## src/verilog/drive_prot_cfg.svh

```systemverilog
`ifndef DRIVE_PROT_CFG_SVH
`define DRIVE_PROT_CFG_SVH

// register offsets (word index on the plain port)
`define REG_FAN_MODE        4'h0
`define REG_FAN_THRESH      4'h1
`define REG_FAN_USAGE       4'h2
`define REG_FAN_CLEAR       4'h3
`define REG_UV_DELAY        4'h4
`define REG_IN_FUNC         4'h5
`define REG_OUT_FUNC        4'h6
`define REG_STATUS          4'h7
`define REG_CAPT_FREQ       4'h8
`define REG_CAPT_CURR       4'h9
`define REG_CONTROL         4'ha

// function codes
`define FAN_MODE_TRIP       1'h0
`define FAN_MODE_WARN       1'h1
`define OUT_FN_FAN_WARN     6'h08
`define OUT_FN_UNDERVOLT    6'h0b
`define OUT_FN_FAN_EXCH     6'h25
`define IN_FN_RESET         6'h03
`define IN_FN_BLOCK         6'h05

// reset values and undervoltage delay limit
`define FAN_THRESH_RST      16'h0384
`define UV_DELAY_RST        10'h000
`define UV_DELAY_MAX        10'h258

// status bit positions
`define ST_FAN_TRIP         0
`define ST_UV_TRIP          1
`define ST_BLOCK            2
`define ST_FAN_WARN         3
`define ST_FAN_EXCH         4
`define ST_OVERHEAT_TRIP    5
`define ST_RUNNING          6
`define ST_UV_REPORT        7

// timing
`define CLK_HZ              125000000
`define TENTH_SEC_CYC       (`CLK_HZ / 10)
// fan life 50000 h; 0.1 % of it is 50 h
`define FAN_LIFE_HOURS      50000
`define FAN_STEP_SEC        (`FAN_LIFE_HOURS * 3600 / 1000)

`endif

```

## src/verilog/drive_prot_pkg.sv

```systemverilog
package drive_prot_pkg;
    typedef enum logic [1:0] {
        ST_IDLE    = 2'b00,
        ST_RUN     = 2'b01,
        ST_STOPPED = 2'b10
    } run_state_t;
endpackage

```

## src/verilog/tick_divider.sv

```systemverilog
`timescale 1ns/100ps
// one-cycle enable pulse every div cycles
module tick_divider #(
    parameter int unsigned DIV = 12500000
) (
    input  wire logic clk,
    input  wire logic nrst,
    output logic      tick
);
    logic [31:0] count;

    always_ff @(posedge clk or negedge nrst) begin
        if (!nrst) begin
            count <= 32'h0000_0000;
            tick  <= 1'b0;
        end else if (count == DIV - 1) begin
            count <= 32'h0000_0000;
            tick  <= 1'b1;
        end else begin
            count <= count + 32'h0000_0001;
            tick  <= 1'b0;
        end
    end
endmodule

```

## src/verilog/drive_fault_protection_logic.sv

```systemverilog
`timescale 1ns/100ps
`include "drive_prot_cfg.svh"
//
// Contract
// [RULE1] fan mode 0: fan error blocks, trips
// [RULE2] fan mode 1: code 8 outputs, keep running
// [RULE3] overheat blocks output even in warn mode
// [RULE4] usage reaches threshold: exchange warning, code 37
// [RULE5] usage readable 0.0-6553.5 in tenths
// [RULE6] clear write of 1 zeroes usage
// [RULE7] undervoltage stops output, enters trip
// [RULE8] code 11 outputs after undervoltage delay
// [RULE9] code 5 input blocks output, indicates
// [RULE10] block captures frequency and current
// [RULE11] resume needs block off and new run
// [RULE12] code 3 input clears latched trips
// [RULE13] keypad stop/reset also clears trips
// [RULE14] usage counted from fan run time
module drive_fault_protection_logic #(
    parameter int unsigned TENTH_SEC_CYC = `TENTH_SEC_CYC,
    parameter int unsigned FAN_STEP_SEC  = `FAN_STEP_SEC
) (
    input  wire logic        clk,
    input  wire logic        nrst,
    input  wire logic [3:0]  addr,
    input  wire logic [15:0] wdata,
    input  wire logic        wr,
    input  wire logic        rd,
    output logic      [15:0] rdata,
    input  wire logic [6:0]  input_terminal,
    input  wire logic        run_cmd,
    input  wire logic        key_stop_reset,
    input  wire logic        fan_error,
    input  wire logic        fan_running,
    input  wire logic        overheat,
    input  wire logic        undervoltage,
    input  wire logic [15:0] oper_freq,
    input  wire logic [15:0] oper_current,
    output logic      [2:0]  out_terminal,
    output logic             output_enable,
    output logic             keypad_fan_exchange,
    output logic      [1:0]  keypad_indication
);

    ////////////////////////////////////////////////////////////////////
    // configuration registers

    logic        fan_mode;
    logic [15:0] fan_thresh;
    logic [9:0]  undervoltage_report_delay;
    logic [5:0]  input_terminal_function [7];
    logic [5:0]  open_collector_function [3];
    logic [15:0] fan_usage;
    logic [15:0] capt_freq;
    logic [15:0] capt_curr;
    logic        fan_trip;
    logic        uv_trip;
    logic        oh_trip;
    logic        block_active;
    logic        fan_exch;
    logic        uv_report;
    logic        run_state_bit;
    logic        usage_clear;

    drive_prot_pkg::run_state_t state;
    drive_prot_pkg::run_state_t next_state;

    assign usage_clear = wr && addr == `REG_FAN_CLEAR && wdata[0];

    always_ff @(posedge clk or negedge nrst) begin
        if (!nrst) begin
            fan_mode                  <= `FAN_MODE_TRIP;
            fan_thresh                <= `FAN_THRESH_RST;
            undervoltage_report_delay <= `UV_DELAY_RST;
        end else if (wr) begin
            unique case (addr)
                `REG_FAN_MODE:   fan_mode <= wdata[0];
                `REG_FAN_THRESH: fan_thresh <= wdata;
                `REG_UV_DELAY: begin
                    if (wdata[9:0] <= `UV_DELAY_MAX)
                        undervoltage_report_delay <= wdata[9:0];
                end
                default: ;
            endcase
        end
    end

    // function codes: in_func word holds slot in [14:12], code in [5:0]
    genvar gi;
    generate
        for (gi = 0; gi < 7; gi++) begin : g_in_fn
            always_ff @(posedge clk or negedge nrst) begin
                if (!nrst)
                    input_terminal_function[gi] <= 6'h00;
                else if (wr && addr == `REG_IN_FUNC && wdata[14:12] == gi[2:0])
                    input_terminal_function[gi] <= wdata[5:0];
            end
        end
        for (gi = 0; gi < 3; gi++) begin : g_out_fn
            always_ff @(posedge clk or negedge nrst) begin
                if (!nrst)
                    open_collector_function[gi] <= 6'h00;
                else if (wr && addr == `REG_OUT_FUNC && wdata[13:12] == gi[1:0])
                    open_collector_function[gi] <= wdata[5:0];
            end
        end
    endgenerate

    function automatic logic any_input_with(input logic [5:0] code);
        logic hit;
        hit = 1'b0;
        for (int i = 0; i < 7; i++)
            if (input_terminal_function[i] == code && input_terminal[i])
                hit = 1'b1;
        return hit;
    endfunction

    ////////////////////////////////////////////////////////////////////
    // trips and resets

    logic block_in;
    logic trip_reset;
    logic fan_warn;

    // always_comb also follows the function tables the decoder reads
    always_comb begin
        block_in   = any_input_with(`IN_FN_BLOCK);
        trip_reset = any_input_with(`IN_FN_RESET) || key_stop_reset; // RULE12 RULE13
    end
    assign fan_warn   = fan_mode == `FAN_MODE_WARN && fan_error;

    // set wins over reset
    always_ff @(posedge clk or negedge nrst) begin
        if (!nrst)
            fan_trip <= 1'b0;
        else if (fan_mode == `FAN_MODE_TRIP && fan_error)
            fan_trip <= 1'b1; // RULE1
        else if (trip_reset)
            fan_trip <= 1'b0;
    end

    always_ff @(posedge clk or negedge nrst) begin
        if (!nrst)
            oh_trip <= 1'b0;
        else if (overheat)
            oh_trip <= 1'b1; // RULE3
        else if (trip_reset)
            oh_trip <= 1'b0;
    end

    always_ff @(posedge clk or negedge nrst) begin
        if (!nrst)
            uv_trip <= 1'b0;
        else if (undervoltage)
            uv_trip <= 1'b1; // RULE7
        else if (trip_reset)
            uv_trip <= 1'b0;
    end

    // output block follows the input while running
    always_ff @(posedge clk or negedge nrst) begin
        if (!nrst)
            block_active <= 1'b0;
        else if (block_in && state == drive_prot_pkg::ST_RUN)
            block_active <= 1'b1; // RULE9
        else if (!block_in)
            block_active <= 1'b0;
    end

    always_ff @(posedge clk or negedge nrst) begin
        if (!nrst) begin
            capt_freq <= 16'h0000;
            capt_curr <= 16'h0000;
        end else if (block_in && state == drive_prot_pkg::ST_RUN && !block_active) begin
            capt_freq <= oper_freq; // RULE10
            capt_curr <= oper_current; // RULE10
        end
    end

    ////////////////////////////////////////////////////////////////////
    // run state

    logic any_stop;
    logic run_prev;
    logic run_edge;

    assign any_stop = fan_trip || oh_trip || uv_trip || block_in || block_active;
    assign run_edge = run_cmd && !run_prev;

    always_ff @(posedge clk or negedge nrst) begin
        if (!nrst)
            run_prev <= 1'b0;
        else
            run_prev <= run_cmd;
    end

    always_comb begin
        next_state = state;
        unique case (state)
            drive_prot_pkg::ST_IDLE:
                if (run_edge && !any_stop)
                    next_state = drive_prot_pkg::ST_RUN;
            drive_prot_pkg::ST_RUN:
                if (any_stop)
                    next_state = drive_prot_pkg::ST_STOPPED;
                else if (!run_cmd)
                    next_state = drive_prot_pkg::ST_IDLE;
            drive_prot_pkg::ST_STOPPED:
                if (run_edge && !any_stop)
                    next_state = drive_prot_pkg::ST_RUN; // RULE11
            default:
                next_state = drive_prot_pkg::ST_IDLE;
        endcase
    end

    always_ff @(posedge clk or negedge nrst) begin
        if (!nrst)
            state <= drive_prot_pkg::ST_IDLE;
        else
            state <= next_state;
    end

    assign run_state_bit = state == drive_prot_pkg::ST_RUN;

    always_ff @(posedge clk or negedge nrst) begin
        if (!nrst)
            output_enable <= 1'b0;
        else
            output_enable <= next_state == drive_prot_pkg::ST_RUN && !any_stop; // RULE1 RULE3 RULE7 RULE9
    end

    ////////////////////////////////////////////////////////////////////
    // tenth-second time base

    logic tenth_tick;

    tick_divider #(
        .DIV (TENTH_SEC_CYC)
    ) u_tenth (
        .clk  (clk),
        .nrst (nrst),
        .tick (tenth_tick)
    );

    // report delay in 0.1 s; extra tick covers the partial first tenth
    logic [9:0] uv_count;

    always_ff @(posedge clk or negedge nrst) begin
        if (!nrst) begin
            uv_count  <= 10'h000;
            uv_report <= 1'b0;
        end else if (!uv_trip) begin
            uv_count  <= 10'h000;
            uv_report <= 1'b0;
        end else if (undervoltage_report_delay == 10'h000 || uv_count > undervoltage_report_delay) begin
            uv_report <= 1'b1; // RULE8
        end else if (tenth_tick) begin
            uv_count <= uv_count + 10'h001;
        end
    end

    ////////////////////////////////////////////////////////////////////
    // fan usage: one 0.1 % step per 180000 s of fan run time

    logic [31:0] fan_tenths;

    always_ff @(posedge clk or negedge nrst) begin
        if (!nrst) begin
            fan_tenths <= 32'h0000_0000;
            fan_usage  <= 16'h0000;
        end else if (usage_clear) begin
            fan_tenths <= 32'h0000_0000; // RULE6
            fan_usage  <= 16'h0000; // RULE6
        end else if (tenth_tick && fan_running) begin
            if (fan_tenths == FAN_STEP_SEC * 10 - 1) begin
                fan_tenths <= 32'h0000_0000;
                if (fan_usage != 16'hffff)
                    fan_usage <= fan_usage + 16'h0001; // RULE14 RULE5
            end else begin
                fan_tenths <= fan_tenths + 32'h0000_0001; // RULE14
            end
        end
    end

    always_ff @(posedge clk or negedge nrst) begin
        if (!nrst)
            fan_exch <= 1'b0;
        else
            fan_exch <= fan_usage >= fan_thresh; // RULE4
    end

    ////////////////////////////////////////////////////////////////////
    // outputs

    generate
        for (gi = 0; gi < 3; gi++) begin : g_out
            always_ff @(posedge clk or negedge nrst) begin
                if (!nrst)
                    out_terminal[gi] <= 1'b0;
                else
                    unique case (open_collector_function[gi])
                        `OUT_FN_FAN_WARN:  out_terminal[gi] <= fan_warn; // RULE2
                        `OUT_FN_UNDERVOLT: out_terminal[gi] <= uv_report; // RULE8
                        `OUT_FN_FAN_EXCH:  out_terminal[gi] <= fan_exch; // RULE4
                        default:           out_terminal[gi] <= 1'b0;
                    endcase
            end
        end
    endgenerate

    assign keypad_fan_exchange = fan_exch; // RULE4

    // 1 fan trip, 2 output block, 3 other trip
    always_ff @(posedge clk or negedge nrst) begin
        if (!nrst)
            keypad_indication <= 2'h0;
        else if (fan_trip)
            keypad_indication <= 2'h1; // RULE1
        else if (block_active)
            keypad_indication <= 2'h2; // RULE9
        else if (uv_trip || oh_trip)
            keypad_indication <= 2'h3;
        else
            keypad_indication <= 2'h0;
    end

    ////////////////////////////////////////////////////////////////////
    // register read

    logic [15:0] status;

    always_comb begin
        status                    = 16'h0000;
        status[`ST_FAN_TRIP]      = fan_trip;
        status[`ST_UV_TRIP]       = uv_trip;
        status[`ST_BLOCK]         = block_active;
        status[`ST_FAN_WARN]      = fan_warn;
        status[`ST_FAN_EXCH]      = fan_exch;
        status[`ST_OVERHEAT_TRIP] = oh_trip;
        status[`ST_RUNNING]       = run_state_bit;
        status[`ST_UV_REPORT]     = uv_report;
    end

    always_ff @(posedge clk or negedge nrst) begin
        if (!nrst)
            rdata <= 16'h0000;
        else if (rd)
            unique case (addr)
                `REG_FAN_MODE:   rdata <= {15'h0000, fan_mode};
                `REG_FAN_THRESH: rdata <= fan_thresh;
                `REG_FAN_USAGE:  rdata <= fan_usage; // RULE5
                `REG_UV_DELAY:   rdata <= {6'h00, undervoltage_report_delay};
                `REG_STATUS:     rdata <= status;
                `REG_CAPT_FREQ:  rdata <= capt_freq; // RULE10
                `REG_CAPT_CURR:  rdata <= capt_curr; // RULE10
                `REG_IN_FUNC:    rdata <= {10'h000, input_terminal_function[0]};
                `REG_OUT_FUNC:   rdata <= {10'h000, open_collector_function[0]};
                default:         rdata <= 16'h0000;
            endcase
        else
            rdata <= 16'h0000;
    end

endmodule

```

## config.mk

```make
export PLATFORM = sky130hd
export DESIGN_NAME = drive_fault_protection_logic
export DESIGN_NICKNAME = d
export VERILOG_FILES = /design/src/verilog/drive_prot_pkg.sv /design/src/verilog/tick_divider.sv /design/src/verilog/drive_fault_protection_logic.sv
export VERILOG_INCLUDE_DIRS = /design/src /design/src/verilog
export SDC_FILE = /design/constraint.sdc
export NUM_CORES = 1
export LEC_CHECK = 0
export ABC_AREA = 1
export BUFFER_PORTS_ARGS = -buffer_cell sky130_fd_sc_hd__buf_2
export CAP_MARGIN = 20
export CORE_UTILIZATION = 55
export DETAILED_ROUTE_END_ITERATION = 16
export PLACE_DENSITY_LB_ADDON = 0.08
export SLEW_MARGIN = 10
export SYNTH_ARGS = -nofsm -noshare
export SYNTH_HDL_FRONTEND = slang
export SYNTH_SLANG_ARGS = --single-unit
```

## constraint.sdc

```tcl
create_clock -name clk -period 1.8 [get_ports clk]
set_input_delay 0.36 -clock clk [delete_from_list [all_inputs] [get_ports clk]]
set_output_delay 0.36 -clock clk [all_outputs]
set_load 0.02 [all_outputs]
```

# Yosys cells after proc, flatten, opt, wreduce, memory -nomap -nowiden
# Index checks and enable logic that the tools add are counted.
dict set report totals {
  reg_bits 241
  elab_cells 201
  out_inout_bits 23
}
dict set report op_classes {
  n_addsub 4
  order_cmp 3
  muxes 46
  reduce_logical 63
  bitwise 1
  eq_ne 50
}
# operator n
set ops {}
lappend ops {{one-hot mux 16 bit (9 select lines)} 1}
lappend ops {{2-to-1 mux 32 bit} 4}
lappend ops {{2-to-1 mux 16 bit} 5}
lappend ops {{adder 32 x 1 -> 32 bit (second input constant)} 2}
lappend ops {{== test 6 x 2 -> 1 bit (second input constant)} 7}
lappend ops {{== test 6 x 3 -> 1 bit (second input constant)} 7}
lappend ops {{== test 6 x 4 -> 1 bit (second input constant)} 6}
lappend ops {{logical AND 1 bit} 36}
lappend ops {{== test 32 x 21 -> 1 bit (second input constant)} 1}
lappend ops {{== test 32 x 24 -> 1 bit (second input constant)} 1}
lappend ops {{2-to-1 mux 10 bit} 3}
lappend ops {{2-to-1 mux 1 bit} 23}
lappend ops {{== test 6 bit (second input constant)} 3}
lappend ops {{adder 16 x 1 -> 16 bit (second input constant)} 1}
lappend ops {{== test 4 x 3 -> 1 bit (second input constant)} 4}
lappend ops {{greater-or-equal comparator 16 bit} 1}
lappend ops {{!= test 16 bit (second input constant)} 1}
lappend ops {{2-to-1 mux 2 bit} 6}
lappend ops {{nonzero test 2 bit} 6}
lappend ops {{adder 10 x 1 -> 10 bit (second input constant)} 1}
lappend ops {{greater-than comparator 10 bit} 1}
lappend ops {{less-or-equal comparator 10 bit (second input constant)} 1}
lappend ops {{logical NOT 10 bit} 1}
lappend ops {{== test 3 bit (second input constant)} 3}
lappend ops {{other kinds (20)} 42}

# Logic depth before layout (Yosys ltp)
dict set report logic_depth {
  ltp_word 17
  ltp_mapped 13
}

# By module
# From an unflattened synthesis, not the netlist that was laid out.
dict set report unflattened {
  cells_unflattened 1806
  area_unflattened_um2 13339.0
}
# mod n_inst cells_each area_per_inst_um2
set modules_own_cells {}
lappend modules_own_cells {drive_fault_protection_logic 1 1496 11247.0}
lappend modules_own_cells {tick_divider 1 310 2092.0}

# Least setup slack after synthesis
# Ideal clock, no wire load.
dict set report synth_timing {
  path_kind {register to register}
  start {register undervoltage_report_delay[9]}
  end {register uv_count[0]}
  slack_ps 128
  period_less_slack_ps 1672
  setup_ps 66
  path_stages_with_launch 12
  t_arrival_ps 1606
  path_cell_list {dfrtp_1 > inv_1 > ha_1 > nand2_1 > nor2_1 > nand3_1 > nand3_1 > nand2_1 > nand3_1 > clkbuf_1 > nand3_1 > nand2_1}
}
dict set report synth_between {
  elab_chain_len 4
  elab_cells_between_ends 5
  classes_between {order compare (1); eq/ne (1); reduce/logical (3)}
}
# item line
set synth_lines {}
lappend synth_lines {{from (decl)} drive_fault_protection_logic.sv:50} ;# logic [9:0] undervoltage_report_delay;
lappend synth_lines {{from (signal assigned)} drive_fault_protection_logic.sv:74} ;# undervoltage_report_delay <= `UV_DELAY_RST;
lappend synth_lines {{from (signal assigned)} drive_fault_protection_logic.sv:81} ;# undervoltage_report_delay <= wdata[9:0];
lappend synth_lines {{greater-than comparator 10 bit / logical NOT 10 bit (equally long branches)} drive_fault_protection_logic.sv:255} ;# end else if (undervoltage_report_delay == 10'h000 || uv_count > undervoltage_report_delay) begin
lappend synth_lines {{logical OR 1 bit *} drive_fault_protection_logic.sv:255}
lappend synth_lines {{!= test 2 bit (no line) *} --}
lappend synth_lines {{AND reduction 2 bit (no line) *} --}
lappend synth_lines {{to (signal assigned)} drive_fault_protection_logic.sv:258} ;# uv_count <= uv_count + 10'h001;
lappend synth_lines {{to (decl)} drive_fault_protection_logic.sv:246} ;# logic [9:0] uv_count;
# Every way passes the cells marked *; elsewhere a longest branch is shown, timed or not.
# A chain may end at the register's enable or synchronous reset.

# Worst setup path after layout
dict set report layout_timing {
  start {register uv_count[4]}
  end {register uv_count[0]}
}
dict set report layout_between {
  elab_chain_len 4
}
# item line
set layout_lines {}
lappend layout_lines {{greater-than comparator 10 bit} drive_fault_protection_logic.sv:255}
lappend layout_lines {{logical OR 1 bit} drive_fault_protection_logic.sv:255}
lappend layout_lines {{!= test 2 bit (no line)} --}
lappend layout_lines {{AND reduction 2 bit (no line)} --}
# No other way between the ends.

==> impl_metrics.json <==
{
  "yosys_register_bits": 241,
  "htreeDepth": 1,
  "crit_start": "uv_count[4]$_DFFE_PN0P_",
  "via_per_inst": 5.38,
  "start_util": 0.559,
  "cts_tree": "yes",
  "power.internal_mw": 9.74,
  "synth_nets": 1836,
  "power_density_mw_per_mm2": 848,
  "hp-class": "in2reg",
  "multiInputGateArea_sq_mm": 0.00610,
  "worst-path-stages": 9,
  "layout_common_cells": "nand2_1, dfrtp_1, inv_1",
  "total_power_mw": 13.3,
  "antenna_found_initial": 1,
  "synthTopCellsByArea": "dfrtp_1, nand2_1, nand3_1",
  "ant_nets": 0,
  "status": "finished, final reports clean",
  "p_clk_frac": 0.420,
  "cts.sinks": 241,
  "setup_tns_ns": 0,
  "io_pins": 92,
  "drt-initial-drc-count": 884,
  "core-area_sq_mm": 0.0234,
  "grt_max_degree": 62,
  "grt_pass1_wl_um": 58100,
  "path_common_cell": "nand2_1",
  "leakagePower_nw": 7.78,
  "finalMaxSlewViolations": 0,
  "grt_pass1_vias": 11300,
  "clockBufferDepth": 3,
  "reg2reg_to": "uv_count[0]$_DFFE_PN0P_",
  "crit_required_ns": 2.23,
  "yosys.area.top_type_share": 0.453,
  "crit_chain": "ha_1 -> nand2_1 -> nor2_1 -> nand4_1 -> nand2_2 -> nand3_4 -> buf_6 -> nand3_1 -> nand2_1",
  "nFillCells": 2082,
  "holdCritStartpoint": "undervoltage",
  "port_buffers": 91,
  "layout_commonest_cell": "nand2_1",
  "dpl.cell_count": 2191,
  "num_vias": 12100,
  "die_h_um": 156,
  "finClkSkew_ns": 0.0177,
  "crit_buf_inv": 1,
  "dpl.hpwl_um": 26800,
  "ys_types": 41,
  "r2r_setup_slack_ns": 0.05,
  "p_sw_frac": 0.266,
  "drt_wl_total_um": 35800,
  "cts_buffers": 26,
  "syn_inst": 1737,
  "insertion_delay_ns": 0.55,
  "yosys.area.top_type": "dfrtp_1",
  "reg2reg_from": "uv_count[4]$_DFFE_PN0P_",
  "grt_usage": 0.303,
  "drive_above_1_share": 0.146,
  "crit_family": "simple AND/OR/NAND/NOR gates",
  "diodes": 0,
  "overflow": 0,
  "endpoint_kind": "register",
  "crit_fanout": 5,
  "maxSlewHeadroom": 0.609,
  "detail_route.first_pass.iterations": 7,
  "cp_slowest_cell": "dfrtp_1",
  "yosysSeqAreaShare": 0.461,
  "seqPwrFrac": 0.456,
  "final_cells": 2246,
  "syn-cell-area_sq_mm": 0.0131,
  "maxCapViolCount": 0,
  "cp-endpoint": "uv_count[0]$_DFFE_PN0P_",
  "whs_ns": 0.00980,
  "max_slew.worst_pin.slew_ns": 0.587,
  "reg2regPathDepth": 9,
  "gp_congestion": 0.937,
  "dieArea_sq_mm": 0.0244,
  "period_needed_ns": 1.75,
  "die_w_um": 156,
  "peakVddDrop_mv": 0.701,
  "p_sw_mw": 3.52,
  "setup_viol": 0,
  "layout.nets": 2006,
  "comb_power_share": 0.124,
  "syn_avg_cell_area_sq_um": 7.53,
  "path_clk_slew_ns": 0.06,
  "worst_setup_path_start_kind": "register",
  "regArea_sq_mm": 0.00604,
  "syn2layout_area_growth_pct": 19.6,
  "max_freq_mhz": 571,
  "drc_errors": 0,
  "critical_path_class": "reg2reg",
  "ys_warn_count": 0,
  "fin_crit_sh": 0.972,
  "max_stage_delay_ns": 0.43,
  "wl_per_cell_um": 16.0,
  "row_count": 56,
  "cts-root-buf": "clkbuf_16",
  "cp.arrival_ns": 2.18,
  "hold_viol_final": 0
}
==> what timing repair did <==
| item | CTS | global route |
|---|---|---|
| setup buffers | 0 | 3 |
| gates resized for setup | 1 | 16 |
| pin swaps | 0 | 1 |
| endpoints found under the hold margin | 45 | 0 |
| cloned | 0 | 1 |
| endpoints found under the setup margin | 10 | 37 |
| hold buffers | 3 | 0 |
==> through the flow <==
stage	util	worst slack, ns	cell area (sq um)
final	0.669	0.0498	15600
after global routing	0.669	-0.0109	15600
after CTS	0.665	0.0574	15600
after detailed placement	0.625	-0.0332	14600
after global placement	0.625	0.0324	14600
after floorplan	-	0.128	13100
==> sequential cells by signal (all words and copies together) (netlist names), 2 cells and up <==
register and flops:
out_terminal 3, fan_tenths 32, undervoltage_report_delay 10, rdata 16
uv_count 10, state 2, open_collector_function 18, u_tenth.count 32
fan_thresh 16, capt_freq 16, keypad_indication 2, input_terminal_function 42
capt_curr 16, fan_usage 16
==> worst min-delay path, stage by stage <==
cell and delay (ns):
buf_2 0.07, inv_1 0.03, nand2_1 0.06
==> power by group through the flow <==
stage | combinational, mW | clock, mW | sequential (mW)
floorplan | 0.868 | 0 | 6.10
global placement | 1.56 | 0 | 6.12
detailed placement | 1.60 | 0 | 6.13
CTS | 1.62 | 5.66 | 6.04
global route | 1.87 | 5.84 | 6.09
finish | 1.65 | 5.57 | 6.05
==> Yosys cell counts (all sizes together) <==
| master | n |
|---|---|
| a211oi | 3 |
| a21oi | 29 |
| a31oi | 11 |
| and3 | 3 |
| buf | 23 |
| clkbuf | 34 |
| clkinv | 2 |
| dfrtp | 237 |
| dfstp | 4 |
| ha | 30 |
| inv | 198 |
| nand2 | 480 |
| nand3 | 185 |
| nand3b | 7 |
| nand4 | 40 |
| nor2 | 196 |
| nor3 | 53 |
| nor3b | 4 |
| nor4 | 10 |
| o2111ai | 1 |
| o211ai | 1 |
| o21ai | 98 |
| o21bai | 2 |
| o22ai | 26 |
| o31ai | 1 |
| or2 | 3 |
| xnor2 | 10 |
| xor2 | 46 |
==> kinds of logic (layout without fill, tap and decap cells) <==
| kind of cell | after synthesis | after routing | synth area share |
|---|---|---|---|
| xor+xnor | 56 | 56 | 0.0375 |
| simple gates | 981 | 981 | 0.324 |
| flops | 241 | 241 | 0.461 |
| fa+ha+maj | 30 | 30 | 0.0287 |
| buf+inv | 257 | 447 | 0.0770 |
| compound gates | 172 | 172 | 0.0713 |
==> layout make-up <==
| class | instances | area share |
|---|---|---|
| multi-input combinational | 1239 | 0.390 |
| clock buffer | 34 | 0.0473 |
| timing repair buffer | 199 | 0.0929 |
| clock inverter | 14 | 0.0104 |
| tap | 319 | 0.0255 |
| sequential | 241 | 0.386 |
| inverter | 200 | 0.0480 |
==> worst min-delay path by stage <==
stage	endpoint	cells after the start
2_1_floorplan	block_active$_DFFE_PN0P_	0
3_3_place_gp	uv_count[2]$_DFFE_PN0P_	1
3_5_place_dp	uv_count[2]$_DFFE_PN0P_	1
4_1_cts	uv_trip$_DFFE_PN0P_	3
5_1_grt	fan_trip$_DFFE_PN0P_	3
6_report	uv_trip$_DFFE_PN0P_	3
==> per-layer routing <==
metal	up-vias	global-route usage	wire length [um]
met1	5718	0.426	16200
met3	61	0.0438	2120
met5	-	0	0
met4	0	0.0803	918
met2	333	0.491	16600
li1	5968	-	-
(Power assumes the default switching activity.)
